[config.mk]
export PLATFORM = sky130hd
export DESIGN_NAME = bdv_device_flat
export DESIGN_NICKNAME = d
export VERILOG_FILES = /design/src/common/bdv_pkg.sv /design/src/common/bdv_if.sv /design/src/rtl/bdv_device.sv /design/src/flat_wrapper.sv
export SDC_FILE = /design/constraint.sdc
export NUM_CORES = 1
export LEC_CHECK = 0
export BUFFER_PORTS_ARGS = -buffer_cell sky130_fd_sc_hd__buf_2
export CORE_UTILIZATION = 40
export CTS_BUF_LIST = sky130_fd_sc_hd__clkbuf_2 sky130_fd_sc_hd__clkbuf_4 sky130_fd_sc_hd__clkbuf_8
export CTS_CLUSTER_DIAMETER = 100
export CTS_CLUSTER_SIZE = 20
export DETAILED_ROUTE_END_ITERATION = 6
export GPL_TIMING_DRIVEN = 0
export SKIP_CTS_REPAIR_TIMING = 1
export SLEW_MARGIN = 25
export SYNTH_ARGS = -nofsm -noshare
export SYNTH_HDL_FRONTEND = slang
export SYNTH_SLANG_ARGS = --single-unit
[constraint.sdc]
create_clock -name i_mclk -period 16.1 [get_ports i_mclk]
set_clock_uncertainty 0.1 [all_clocks]
set_input_delay 1.61 -clock i_mclk [delete_from_list [all_inputs] [get_ports i_mclk]]
set_output_delay 1.61 -clock i_mclk [all_outputs]
set_load 0.01 [all_outputs]
[src/common/bdv_pkg.sv]
// Shared constants and types for the bridge driver verification logic
// How it works
// - On-line monitors always run, set result and fault bits
// - Supply-open threshold is (n+1) times 2 V
// - Supply trip sets disconnect, high-side faults, flag
// - Below threshold minus hysteresis clears flag, reenables
// - Disconnect and high-side faults stay until cleared
// - Phase comparators drive pins and state bits
// - Phase threshold is n/64 of bridge voltage
// - Open sense input sets its open bit
// - Source open sets bit, low-side fault, flag
// - Source open stops outputs when stop-on-fault is set; bits stay set
// - Off-line checks run only while command held
// - Host judges comparator test by fault bit
// - High-side test: phase high at clear sets connected
// - Connected bit updates only when command clears
// - Low-side test: phase low at clear sets connected
// - Host repeats both tests for second phase
// - Host should mask drain-source detection during tests
// - Undervoltage test trips comparator, latches fault bit
// - Overvoltage test trips comparator, latches fault bit
// - Fault bits clear only on power-on or read
package bdv_pkg;
    // ======================================================
    // Field widths and reset values
    localparam int BDV_OSEL_W = 2;
    localparam int BDV_PSEL_W = 6;
    localparam int BDV_MV_W = 16;
    localparam logic [BDV_OSEL_W-1:0] BDV_OSEL_RST = 2'h0;
    localparam logic [BDV_PSEL_W-1:0] BDV_PSEL_RST = 6'h20;
    // Supply-open threshold step, millivolts
    localparam int BDV_VBRO_STEP_MV = 2000;
    localparam int BDV_PSEL_DIV_LOG2 = 6;
    // Hysteresis and source-open threshold defaults, millivolts
    localparam int BDV_VBRO_HYS_MV = 200;
    localparam int BDV_VLSO_MV = 1000;
    localparam int BDV_VLSO_HYS_MV = 100;
    // ======================================================
    // Result and fault bit positions
    localparam int BDV_RES_W = 8;
    localparam int BDV_RES_BRIDGE = 0;
    localparam int BDV_RES_SRC_A = 1;
    localparam int BDV_RES_SRC_B = 2;
    localparam int BDV_RES_SNS_A = 3;
    localparam int BDV_RES_SNS_B = 4;
    localparam int BDV_RES_PHC = 5;
    localparam int BDV_RES_STA = 6;
    localparam int BDV_RES_STB = 7;
    localparam int BDV_DG_W = 6;
    localparam int BDV_DG_HS_A = 0;
    localparam int BDV_DG_HS_B = 1;
    localparam int BDV_DG_LS_A = 2;
    localparam int BDV_DG_LS_B = 3;
    localparam int BDV_DG_RUV = 4;
    localparam int BDV_DG_ROV = 5;
    typedef enum logic [1:0] {BDV_PT_NONE, BDV_PT_HIGH, BDV_PT_LOW} bdv_ptest_t;
endpackage : bdv_pkg

[src/common/bdv_if.sv]
// Link between the verification logic and the system controller
`timescale 1ns/10ps
interface bdv_if;
    import bdv_pkg::*;
    logic [BDV_OSEL_W-1:0] bridge_open_thresh_sel;
    logic [BDV_PSEL_W-1:0] phase_thresh_sel;
    logic stop_on_fault;
    logic pull_down_test_cmd;
    logic pull_up_test_cmd;
    logic reg_uv_test_cmd;
    logic reg_ov_test_cmd;
    logic [BDV_RES_W-1:0] res_rd;
    logic [BDV_DG_W-1:0] diag_rd;
    logic [BDV_RES_W-1:0] result;
    logic [BDV_DG_W-1:0] diag;
    logic fault_flag;
    logic phase_a_level_out;
    logic phase_b_level_out;
    modport dev (
        input bridge_open_thresh_sel, phase_thresh_sel, stop_on_fault,
        input pull_down_test_cmd, pull_up_test_cmd, reg_uv_test_cmd, reg_ov_test_cmd,
        input res_rd, diag_rd,
        output result, diag, fault_flag, phase_a_level_out, phase_b_level_out
    );
    modport host (
        output bridge_open_thresh_sel, phase_thresh_sel, stop_on_fault,
        output pull_down_test_cmd, pull_up_test_cmd, reg_uv_test_cmd, reg_ov_test_cmd,
        output res_rd, diag_rd,
        input result, diag, fault_flag, phase_a_level_out, phase_b_level_out
    );
endinterface : bdv_if

[src/rtl/bdv_device.sv]
// Device end: on-line monitors and off-line verification checks
`timescale 1ns/10ps
module bdv_device
    import bdv_pkg::*;
#(
    parameter int VBRO_HYS_MV = BDV_VBRO_HYS_MV,
    parameter int VLSO_MV = BDV_VLSO_MV,
    parameter int VLSO_HYS_MV = BDV_VLSO_HYS_MV
)(
    input wire logic i_mclk,
    input wire logic i_rst_n,
    input wire logic i_por,
    bdv_if.dev lnk,
    input wire logic [BDV_MV_W-1:0] i_main_supply_mv,
    input wire logic [BDV_MV_W-1:0] i_bridge_drain_ref_mv,
    input wire logic [BDV_MV_W-1:0] i_phase_a_mv,
    input wire logic [BDV_MV_W-1:0] i_phase_b_mv,
    input wire logic [BDV_MV_W-1:0] i_low_side_source_a_mv,
    input wire logic [BDV_MV_W-1:0] i_low_side_source_b_mv,
    input wire logic i_sense_a_open,
    input wire logic i_sense_b_open,
    input wire logic i_reg_uv,
    input wire logic i_reg_ov,
    output logic o_gate_enable
);
    import bdv_pkg::*;

    logic [BDV_MV_W:0] bro_mv;
    logic [BDV_MV_W:0] diff_mv;
    logic bridge_trip_r;
    logic [1:0] src_trip_r;
    logic [1:0] phase_hi;
    logic [BDV_RES_W-1:0] res_r;
    logic [BDV_DG_W-1:0] diag_r;
    logic [1:0] test_cmd_d_r;
    logic [BDV_RES_W-1:0] res_set;
    logic [BDV_DG_W-1:0] diag_set;
    logic [BDV_MV_W+BDV_PSEL_W-1:0] pt_scaled;
    logic [BDV_MV_W-1:0] pt_mv;
    logic [BDV_MV_W-1:0] src_mv [2];

    // ======================================================
    // Supply-to-bridge disconnect comparator
    // threshold from select field
    assign bro_mv = (BDV_MV_W+1)'((int'(lnk.bridge_open_thresh_sel) + 1) * BDV_VBRO_STEP_MV);
    assign diff_mv = (i_main_supply_mv > i_bridge_drain_ref_mv)
        ? {1'b0, i_main_supply_mv - i_bridge_drain_ref_mv} : '0;

    always_ff @(posedge i_mclk)
    begin
        if (!i_rst_n)
            bridge_trip_r <= 1'b0;
        else if (diff_mv > bro_mv)
            bridge_trip_r <= 1'b1;
        else if (diff_mv + (BDV_MV_W+1)'(VBRO_HYS_MV) < bro_mv)
            bridge_trip_r <= 1'b0;
    end

    // ======================================================
    // Low-side source open comparators
    assign src_mv[0] = i_low_side_source_a_mv;
    assign src_mv[1] = i_low_side_source_b_mv;
    generate
        for (genvar g = 0; g < 2; g++)
        begin : g_src
            always_ff @(posedge i_mclk)
            begin
                if (!i_rst_n)
                    src_trip_r[g] <= 1'b0;
                else if (src_mv[g] > BDV_MV_W'(VLSO_MV))
                    src_trip_r[g] <= 1'b1;
                else if (src_mv[g] < BDV_MV_W'(VLSO_MV - VLSO_HYS_MV))
                    src_trip_r[g] <= 1'b0;
            end
        end
    endgenerate

    // ======================================================
    // Phase state comparators
    // threshold is n/64 of bridge voltage
    assign pt_scaled = i_bridge_drain_ref_mv * lnk.phase_thresh_sel;
    assign pt_mv = pt_scaled[BDV_MV_W+BDV_PSEL_W-1:BDV_PSEL_DIV_LOG2];
    assign phase_hi[0] = i_phase_a_mv > pt_mv;
    assign phase_hi[1] = i_phase_b_mv > pt_mv;

    always_ff @(posedge i_mclk)
    begin
        if (!i_rst_n)
        begin
            lnk.phase_a_level_out <= 1'b0;
            lnk.phase_b_level_out <= 1'b0;
        end
        else
        begin
            lnk.phase_a_level_out <= phase_hi[0];
            lnk.phase_b_level_out <= phase_hi[1];
        end
    end

    // ======================================================
    // Phase connection test, sampled at command release
    always_ff @(posedge i_mclk)
    begin
        if (!i_rst_n)
            test_cmd_d_r <= 2'h0;
        else
            test_cmd_d_r <= {lnk.pull_up_test_cmd, lnk.pull_down_test_cmd};
    end

    // ======================================================
    // Sticky set terms
    always_comb
    begin
        res_set = '0;
        diag_set = '0;
        res_set[BDV_RES_BRIDGE] = bridge_trip_r;
        diag_set[BDV_DG_HS_A] = bridge_trip_r;
        diag_set[BDV_DG_HS_B] = bridge_trip_r;
        res_set[BDV_RES_SRC_A] = src_trip_r[0];
        res_set[BDV_RES_SRC_B] = src_trip_r[1];
        diag_set[BDV_DG_LS_A] = src_trip_r[0];
        diag_set[BDV_DG_LS_B] = src_trip_r[1];
        res_set[BDV_RES_SNS_A] = i_sense_a_open;
        res_set[BDV_RES_SNS_B] = i_sense_b_open;
        res_set[BDV_RES_PHC] =
            (test_cmd_d_r[0] && !lnk.pull_down_test_cmd && (phase_hi != 2'h0))
            || (test_cmd_d_r[1] && !lnk.pull_up_test_cmd && (phase_hi != 2'h3));
        diag_set[BDV_DG_RUV] = i_reg_uv || lnk.reg_uv_test_cmd;
        diag_set[BDV_DG_ROV] = i_reg_ov || lnk.reg_ov_test_cmd;
    end

    // ======================================================
    // Sticky registers, cleared by power-on or read; set wins
    // reset input leaves them alone
    always_ff @(posedge i_mclk)
    begin
        if (i_por)
        begin
            res_r <= '0;
            diag_r <= '0;
        end
        else
        begin
            res_r <= (res_r & ~lnk.res_rd) | res_set;
            diag_r <= (diag_r & ~lnk.diag_rd) | diag_set;
        end
    end

    assign lnk.result = {phase_hi[1], phase_hi[0], res_r[BDV_RES_PHC:0]};
    assign lnk.diag = diag_r;

    always_ff @(posedge i_mclk)
    begin
        if (!i_rst_n)
        begin
            lnk.fault_flag <= 1'b0;
            o_gate_enable <= 1'b0;
        end
        else
        begin
            lnk.fault_flag <= bridge_trip_r || (src_trip_r != 2'h0)
                || lnk.reg_uv_test_cmd || lnk.reg_ov_test_cmd;
            o_gate_enable <= !(lnk.stop_on_fault
                && (bridge_trip_r || (src_trip_r != 2'h0)));
        end
    end
endmodule : bdv_device

[src/flat_wrapper.sv]
// flat-port wrapper written by rule: the top's interface ports become plain ports
module bdv_device_flat import bdv_pkg::*;
#(
    parameter int VBRO_HYS_MV = BDV_VBRO_HYS_MV,
    parameter int VLSO_MV = BDV_VLSO_MV,
    parameter int VLSO_HYS_MV = BDV_VLSO_HYS_MV
)
  (i_mclk, i_rst_n, i_por, i_main_supply_mv, i_bridge_drain_ref_mv, i_phase_a_mv, i_phase_b_mv, i_low_side_source_a_mv, i_low_side_source_b_mv, i_sense_a_open, i_sense_b_open, i_reg_uv, i_reg_ov, o_gate_enable, lnk_bridge_open_thresh_sel, lnk_phase_thresh_sel, lnk_stop_on_fault, lnk_pull_down_test_cmd, lnk_pull_up_test_cmd, lnk_reg_uv_test_cmd, lnk_reg_ov_test_cmd, lnk_res_rd, lnk_diag_rd, lnk_result, lnk_diag, lnk_fault_flag, lnk_phase_a_level_out, lnk_phase_b_level_out);
  bdv_if lnk_i ();
  input wire logic i_mclk;
  input wire logic i_rst_n;
  input wire logic i_por;
  input wire logic [BDV_MV_W-1:0] i_main_supply_mv;
  input wire logic [BDV_MV_W-1:0] i_bridge_drain_ref_mv;
  input wire logic [BDV_MV_W-1:0] i_phase_a_mv;
  input wire logic [BDV_MV_W-1:0] i_phase_b_mv;
  input wire logic [BDV_MV_W-1:0] i_low_side_source_a_mv;
  input wire logic [BDV_MV_W-1:0] i_low_side_source_b_mv;
  input wire logic i_sense_a_open;
  input wire logic i_sense_b_open;
  input wire logic i_reg_uv;
  input wire logic i_reg_ov;
  output logic o_gate_enable;
  input wire logic [$bits(lnk_i.bridge_open_thresh_sel)-1:0] lnk_bridge_open_thresh_sel;
  input wire logic [$bits(lnk_i.phase_thresh_sel)-1:0] lnk_phase_thresh_sel;
  input wire logic [$bits(lnk_i.stop_on_fault)-1:0] lnk_stop_on_fault;
  input wire logic [$bits(lnk_i.pull_down_test_cmd)-1:0] lnk_pull_down_test_cmd;
  input wire logic [$bits(lnk_i.pull_up_test_cmd)-1:0] lnk_pull_up_test_cmd;
  input wire logic [$bits(lnk_i.reg_uv_test_cmd)-1:0] lnk_reg_uv_test_cmd;
  input wire logic [$bits(lnk_i.reg_ov_test_cmd)-1:0] lnk_reg_ov_test_cmd;
  input wire logic [$bits(lnk_i.res_rd)-1:0] lnk_res_rd;
  input wire logic [$bits(lnk_i.diag_rd)-1:0] lnk_diag_rd;
  output wire logic [$bits(lnk_i.result)-1:0] lnk_result;
  output wire logic [$bits(lnk_i.diag)-1:0] lnk_diag;
  output wire logic [$bits(lnk_i.fault_flag)-1:0] lnk_fault_flag;
  output wire logic [$bits(lnk_i.phase_a_level_out)-1:0] lnk_phase_a_level_out;
  output wire logic [$bits(lnk_i.phase_b_level_out)-1:0] lnk_phase_b_level_out;
  assign lnk_i.bridge_open_thresh_sel = lnk_bridge_open_thresh_sel;
  assign lnk_i.phase_thresh_sel = lnk_phase_thresh_sel;
  assign lnk_i.stop_on_fault = lnk_stop_on_fault;
  assign lnk_i.pull_down_test_cmd = lnk_pull_down_test_cmd;
  assign lnk_i.pull_up_test_cmd = lnk_pull_up_test_cmd;
  assign lnk_i.reg_uv_test_cmd = lnk_reg_uv_test_cmd;
  assign lnk_i.reg_ov_test_cmd = lnk_reg_ov_test_cmd;
  assign lnk_i.res_rd = lnk_res_rd;
  assign lnk_i.diag_rd = lnk_diag_rd;
  assign lnk_result = lnk_i.result;
  assign lnk_diag = lnk_i.diag;
  assign lnk_fault_flag = lnk_i.fault_flag;
  assign lnk_phase_a_level_out = lnk_i.phase_a_level_out;
  assign lnk_phase_b_level_out = lnk_i.phase_b_level_out;
  bdv_device #(.VBRO_HYS_MV(VBRO_HYS_MV), .VLSO_MV(VLSO_MV), .VLSO_HYS_MV(VLSO_HYS_MV)) u_core (.i_mclk(i_mclk), .i_rst_n(i_rst_n), .i_por(i_por), .lnk(lnk_i), .i_main_supply_mv(i_main_supply_mv), .i_bridge_drain_ref_mv(i_bridge_drain_ref_mv), .i_phase_a_mv(i_phase_a_mv), .i_phase_b_mv(i_phase_b_mv), .i_low_side_source_a_mv(i_low_side_source_a_mv), .i_low_side_source_b_mv(i_low_side_source_b_mv), .i_sense_a_open(i_sense_a_open), .i_sense_b_open(i_sense_b_open), .i_reg_uv(i_reg_uv), .i_reg_ov(i_reg_ov), .o_gate_enable(o_gate_enable));
endmodule
Word-level counts from Yosys, hierarchy flattened
Index checks and enable logic that the tools add are counted.

Flip-flop bits (word level): 23. Bits of input ports: 130. Output and inout bits: 18. Logic and storage cells: 57.

Add/sub/neg operators: 3. Multipliers: 2. Order comparisons: 9. Equal/unequal tests: 1. Muxes and demuxes: 7. Bitwise gates (word level): 6. Reduce and logical (&&, ||, !) cells: 19.

Operators with widths (number): 16-bit > comparator (3); 16-bit by 10-bit > comparator with 1-bit output, second input constant (2); 16-bit by 10-bit less-than comparator with 1-bit output, second input constant (2); 32-bit by 8-bit multiplier with 13-bit output, second input constant (1); 16-bit by 6-bit multiplier with 22-bit output (1); 17-bit by 8-bit adder with 17-bit output, second input constant (1); 17-bit > comparator (1); 17-bit less-than comparator (1); 16-bit two-way mux (1); 16-bit subtractor (1); 2-bit nonzero test (5); 8-bit bitwise AND (1); 8-bit inverter (1); 8-bit by 6-bit OR with 8-bit output (1); 6-bit bitwise AND (1); 1-bit logical OR (6); 1-bit two-way mux (6); 6-bit inverter (1); 6-bit OR (1); 1-bit logical AND (5); 2-bit by 1-bit adder with 3-bit output, second input constant (1); 1-bit zero test (3); 2-bit inequality test, second input constant (1).

Longest topological paths before layout
Depth in word-level cells: 6. Gate-level depth with buffers: 28. Mapped depth without buffers: 27.

Worst setup path before layout
OpenSTA, ideal clock, no wires.

Path kind: input to output. Start: in lnk_phase_thresh_sel[2]. End: out lnk_result[7]. Arrival time: 6.554 ns. Data required time: 14.390 ns. Slack: 7.836 ns. Cell stages on the path: 26. Buffers on the path: 1. Path through: clkbuf_1 -> and2_1 -> fa_1 -> inv_1 -> fa_1 -> inv_1 -> fa_1 -> ha_1 -> a21oi_1 -> o21ai_0 -> a21oi_1 -> nor2b_1 -> nor2_1 -> nor2b_1 -> o21a_1 -> o21a_1 -> nor2_1 -> xor2_1 -> ha_1 -> a21o_1 -> a21o_1 -> a21oi_1 -> o21a_1 -> a2111oi_4 -> o311ai_2 -> a21boi_2.

Cells in the longest elaborated chain, start to end: 2.

Ends and longest elaborated chain: start, declared (line flat_wrapper.sv:25) `input wire logic [$bits(lnk_i.phase_thresh_sel)-1:0] lnk_phase_thresh_sel;`; 16-bit by 6-bit multiplier with 22-bit output (line bdv_device.sv:81) `assign pt_scaled = i_bridge_drain_ref_mv * lnk.phase_thresh_sel;`; 16-bit > comparator (line bdv_device.sv:84) `assign phase_hi[1] = i_phase_b_mv > pt_mv;`; end, declared (line flat_wrapper.sv:33) `output wire logic [$bits(lnk_i.result)-1:0] lnk_result;`.

No other way between the ends.

Final worst setup path
Start: in lnk_phase_thresh_sel[4]. End: out lnk_result[6].

Cells in the longest elaborated chain, start to end: 2.

Ends and longest elaborated chain: 16-bit by 6-bit multiplier with 22-bit output (line bdv_device.sv:81); 16-bit > comparator (line bdv_device.sv:83) `assign phase_hi[0] = i_phase_a_mv > pt_mv;`.

No other way between the ends.

==> impl_results.md <==
- Vias: 5597
- Final setup fails: 0
- Largest area contributor in the netlist: ha_1
- DRT antenna net count: 0
- Slowest CP cell: fa_1
- TritonRoute pass-1 iters: 4
- CP Capture Type: output pin
- Cts bufs inserted: 3
- Tightest Pin Transition: 0.5811 ns
- Tcrit/Tclk final: 0.5849
- RSZ-0062 raised after global routing: false
- Hold Fails Final Rpt: 0
- Gp weighted congestion: 0.7859
- Syn_nets: 1051
- DRC viols: 0
- Startpoint types: input pin
- Clock-pin slew on the worst setup and hold paths: 0.07 ns
- Vias in the first global route: 5585
- Upper clock frequency limit: 106.2 MHz
- Worst Path Arrival: 7.71 ns
- Max-slew headroom: 0.6064
- Ys async rst share: 0
- CP Class: input pin to output pin
- Synth top area share: 0.1961
- Xor/xnor cell area share of the yosys netlist: 0.06002
- Reg2Reg Setup Slack: 14.25 ns
- Final min period: 9.417 ns
- Share of post-route cells with drive strength above 1: 0.1862
- CP most frequent cell: a21oi_1
- Gate Count Post-Synth: 764
- # H-tree levels: 1
- Flops & latches, synth: 21
- Total power: 721.6 uW
- # nets final: 1201
- R2R Path End: u_core.diag_set[3]
- Number of top-level pins: 148
- Synth Area in Simple Gates: 0.2199
- Synthesized area: 0.006316 mm2
- Clk sink count: 21
- PwrDens: 98.11 mW/mm2
- Worst setup path end: lnk_result[6]
- Initial antenna violation count: 0
- Area growth, synth to finish: 16.44%
- Worst hold path type: flop to flop
- Post-synthesis mux area share: 0.007132
- Sequential element share of the synthesized area: 0.06656
- Biggest cell delay along the critical path: 0.54 ns
- Final Max Tran Viols: 0
- Drt total wl: 15010 um
- Synth unique cells: 68
- CP Depth: 27
- Synth Area in Compound Gates: 0.1884
- Post-synth EDFFs: 0
- DIE AREA: 0.01630 mm2
- Post-synthesis average cell area: 8.267 um2
- Main combinational cell family by area after synthesis: adder cells
- Detailed-placement wirelength estimate: 13300 um
- WP data required: 14.39 ns
- Max_cap viols: 0
- Initial Util: 0.4124
- CTS Buffer Depth: 2
- Worst Path Max Fanout: 10
- VDD IR-drop max: 0.00009064 V
- Diode count: 0
- Routed len/inst: 13.35 um
- Count leader, synth: inv_1
- Final core occ: 0.4802
- Post-Synth Adder-Cell Area: 0.3800
- Worst Setup SP: lnk_phase_thresh_sel[4]
- Top delay family on crit path: adder cells
- Port buffer count: 145
- CTS tree: yes
- R2r startpoint: u_core.diag_set[3]
- Status: finished, final reports clean
- Die Wd: 127.7 um
- First-pass GRT wire length: 25720 um
- Clock Tree Root: clkbuf_8
- Critical path buffer and inverter count: 4
- GRT Util Overall: 0.1921
- Latest clock arrival within the worst-skew pair: 0.26 ns
- Dominant synthesized flop cell: dfxtp_1
- Top post-synthesis cells by area: ha_1 (20%), fa_1 (18%), and2_1 (9.2%), inv_1 (7.1%), dfxtp_1 (6.7%)
- Vias/cell: 4.980
- Leakage: 0.003865 uW
- Top cells by count, synth: inv_1 (119), ha_1 (99), and2_1 (93), fa_1 (58), a21oi_1 (51)
- Row count: 45
- Sum Neg Setup Slack: 0 ns
- R2R cell count: 6
- Grt total ovfl: 0
- Die Y: 127.7 um
- 1st-iter DRT viols: 140
- YS warnings: 0
- Largest net degree at the start of global routing: 12
- Core area: 0.01531 mm2
[cells in the final DEF, fill, tap and decap left out, types with 4 or more instances in the layout]
master	count
ha_1	99
nor2b_1	10
a31oi_1	7
nand2_1	29
o31ai_1	6
and3_1	9
and2_1	93
a211oi_1	4
nor2_1	36
clkbuf_1	9
inv_1	119
nand4_1	16
dfxtp_1	21
fa_1	58
xor2_1	19
nor3_1	11
o21a_1	10
xnor3_1	4
o21ai_0	19
o211ai_1	4
nand3_1	9
nor4_1	4
a21o_1	21
buf_2	146
o31a_1	4
a21oi_1	51
nand2b_1	11
xnor2_1	14
[flip-flops by register name, summed over array words and instances (netlist names)]
register,flops
u_core.diag_set,2
u_core.test_cmd_d_r,2
u_core.o_gate_enable,1
u_core.lnk.diag,6
u_core.lnk.phase_b_level_out,1
u_core.lnk.fault_flag,1
u_core.res_r,6
u_core.bridge_trip_r,1
u_core.lnk.phase_a_level_out,1
[per-layer routing]
| layer | vias to the layer above | routed length (um) | GRT usage | part of all wire |
|---|---|---|---|---|
| li1 | 2916 | - | - | - |
| met1 | 2578 | 7018 | 0.2497 | 0.47 |
| met2 | 92 | 7520 | 0.3590 | 0.50 |
| met3 | 11 | 315 | 0.007930 | 0.021 |
| met4 | 0 | 150 | 0.02837 | 0.010 |
| met5 | - | 0 | 0 | 0 |
[worst reg2reg max path: cells and delay by family (launching register included)]
kind,cells,cell delay (ns)
compound gates,3,1.02
flops,1,0.37
simple gates,3,0.25
[through the flow]
step / setup slack, ns / instance area [um2] / instances / hold WS (ns)
finish: 6.683 / 7355 / 1124 / 0.3749
global route: 6.130 / 7355 / 1124 / 0.3940
CTS: 6.630 / 7355 / 1124 / 0.3816
detailed placement: 6.658 / 7306 / 1120 / 0.3685
global placement: 6.687 / 7306 / 1120 / 0.3569
floorplan: 7.836 / 6316 / 764 / 0.3873
[power breakdown]
part / total (uW) / internal, uW / switching [uW]
clock network: 35.7 / 19.3 / 16.4
registers: 60.9 / 57.7 / 3.24
logic: 625 / 275 / 350
total: 722 / 352 / 370
[logic make-up after synthesis]
kind of cell    count (synthesis)
compound gates                168
xor+xnor                       37
buf+inv                       130
mux                             4
fa+ha+maj                     157
simple gates                  247
flops                          21
[worst min-delay path by stage]
stage                            start            endpoint  slack [ns]  cells after the start
CTS                 u_core.lnk.diag[5]  u_core.lnk.diag[5]        0.38                      2
global placement       u_core.res_r[3]     u_core.res_r[3]        0.36                      2
floorplan           u_core.lnk.diag[4]  u_core.lnk.diag[4]        0.39                      2
detailed placement  u_core.lnk.diag[3]  u_core.lnk.diag[3]        0.37                      2
finish              u_core.lnk.diag[5]  u_core.lnk.diag[5]        0.37                      2
global route        u_core.lnk.diag[5]  u_core.lnk.diag[5]        0.39                      2
[final cells by class]
cell class | instances | area [um2]
clock buffer | 4 | 48.80
fill | 1628 | 7960
multi-input combinational | 613 | 5403
timing repair buffer | 145 | 725.7
sequential | 21 | 420.4
inverter | 119 | 446.7
tap | 211 | 264.0
buffer | 11 | 46.29
Note: power is estimated with default switching activity, not from simulation.
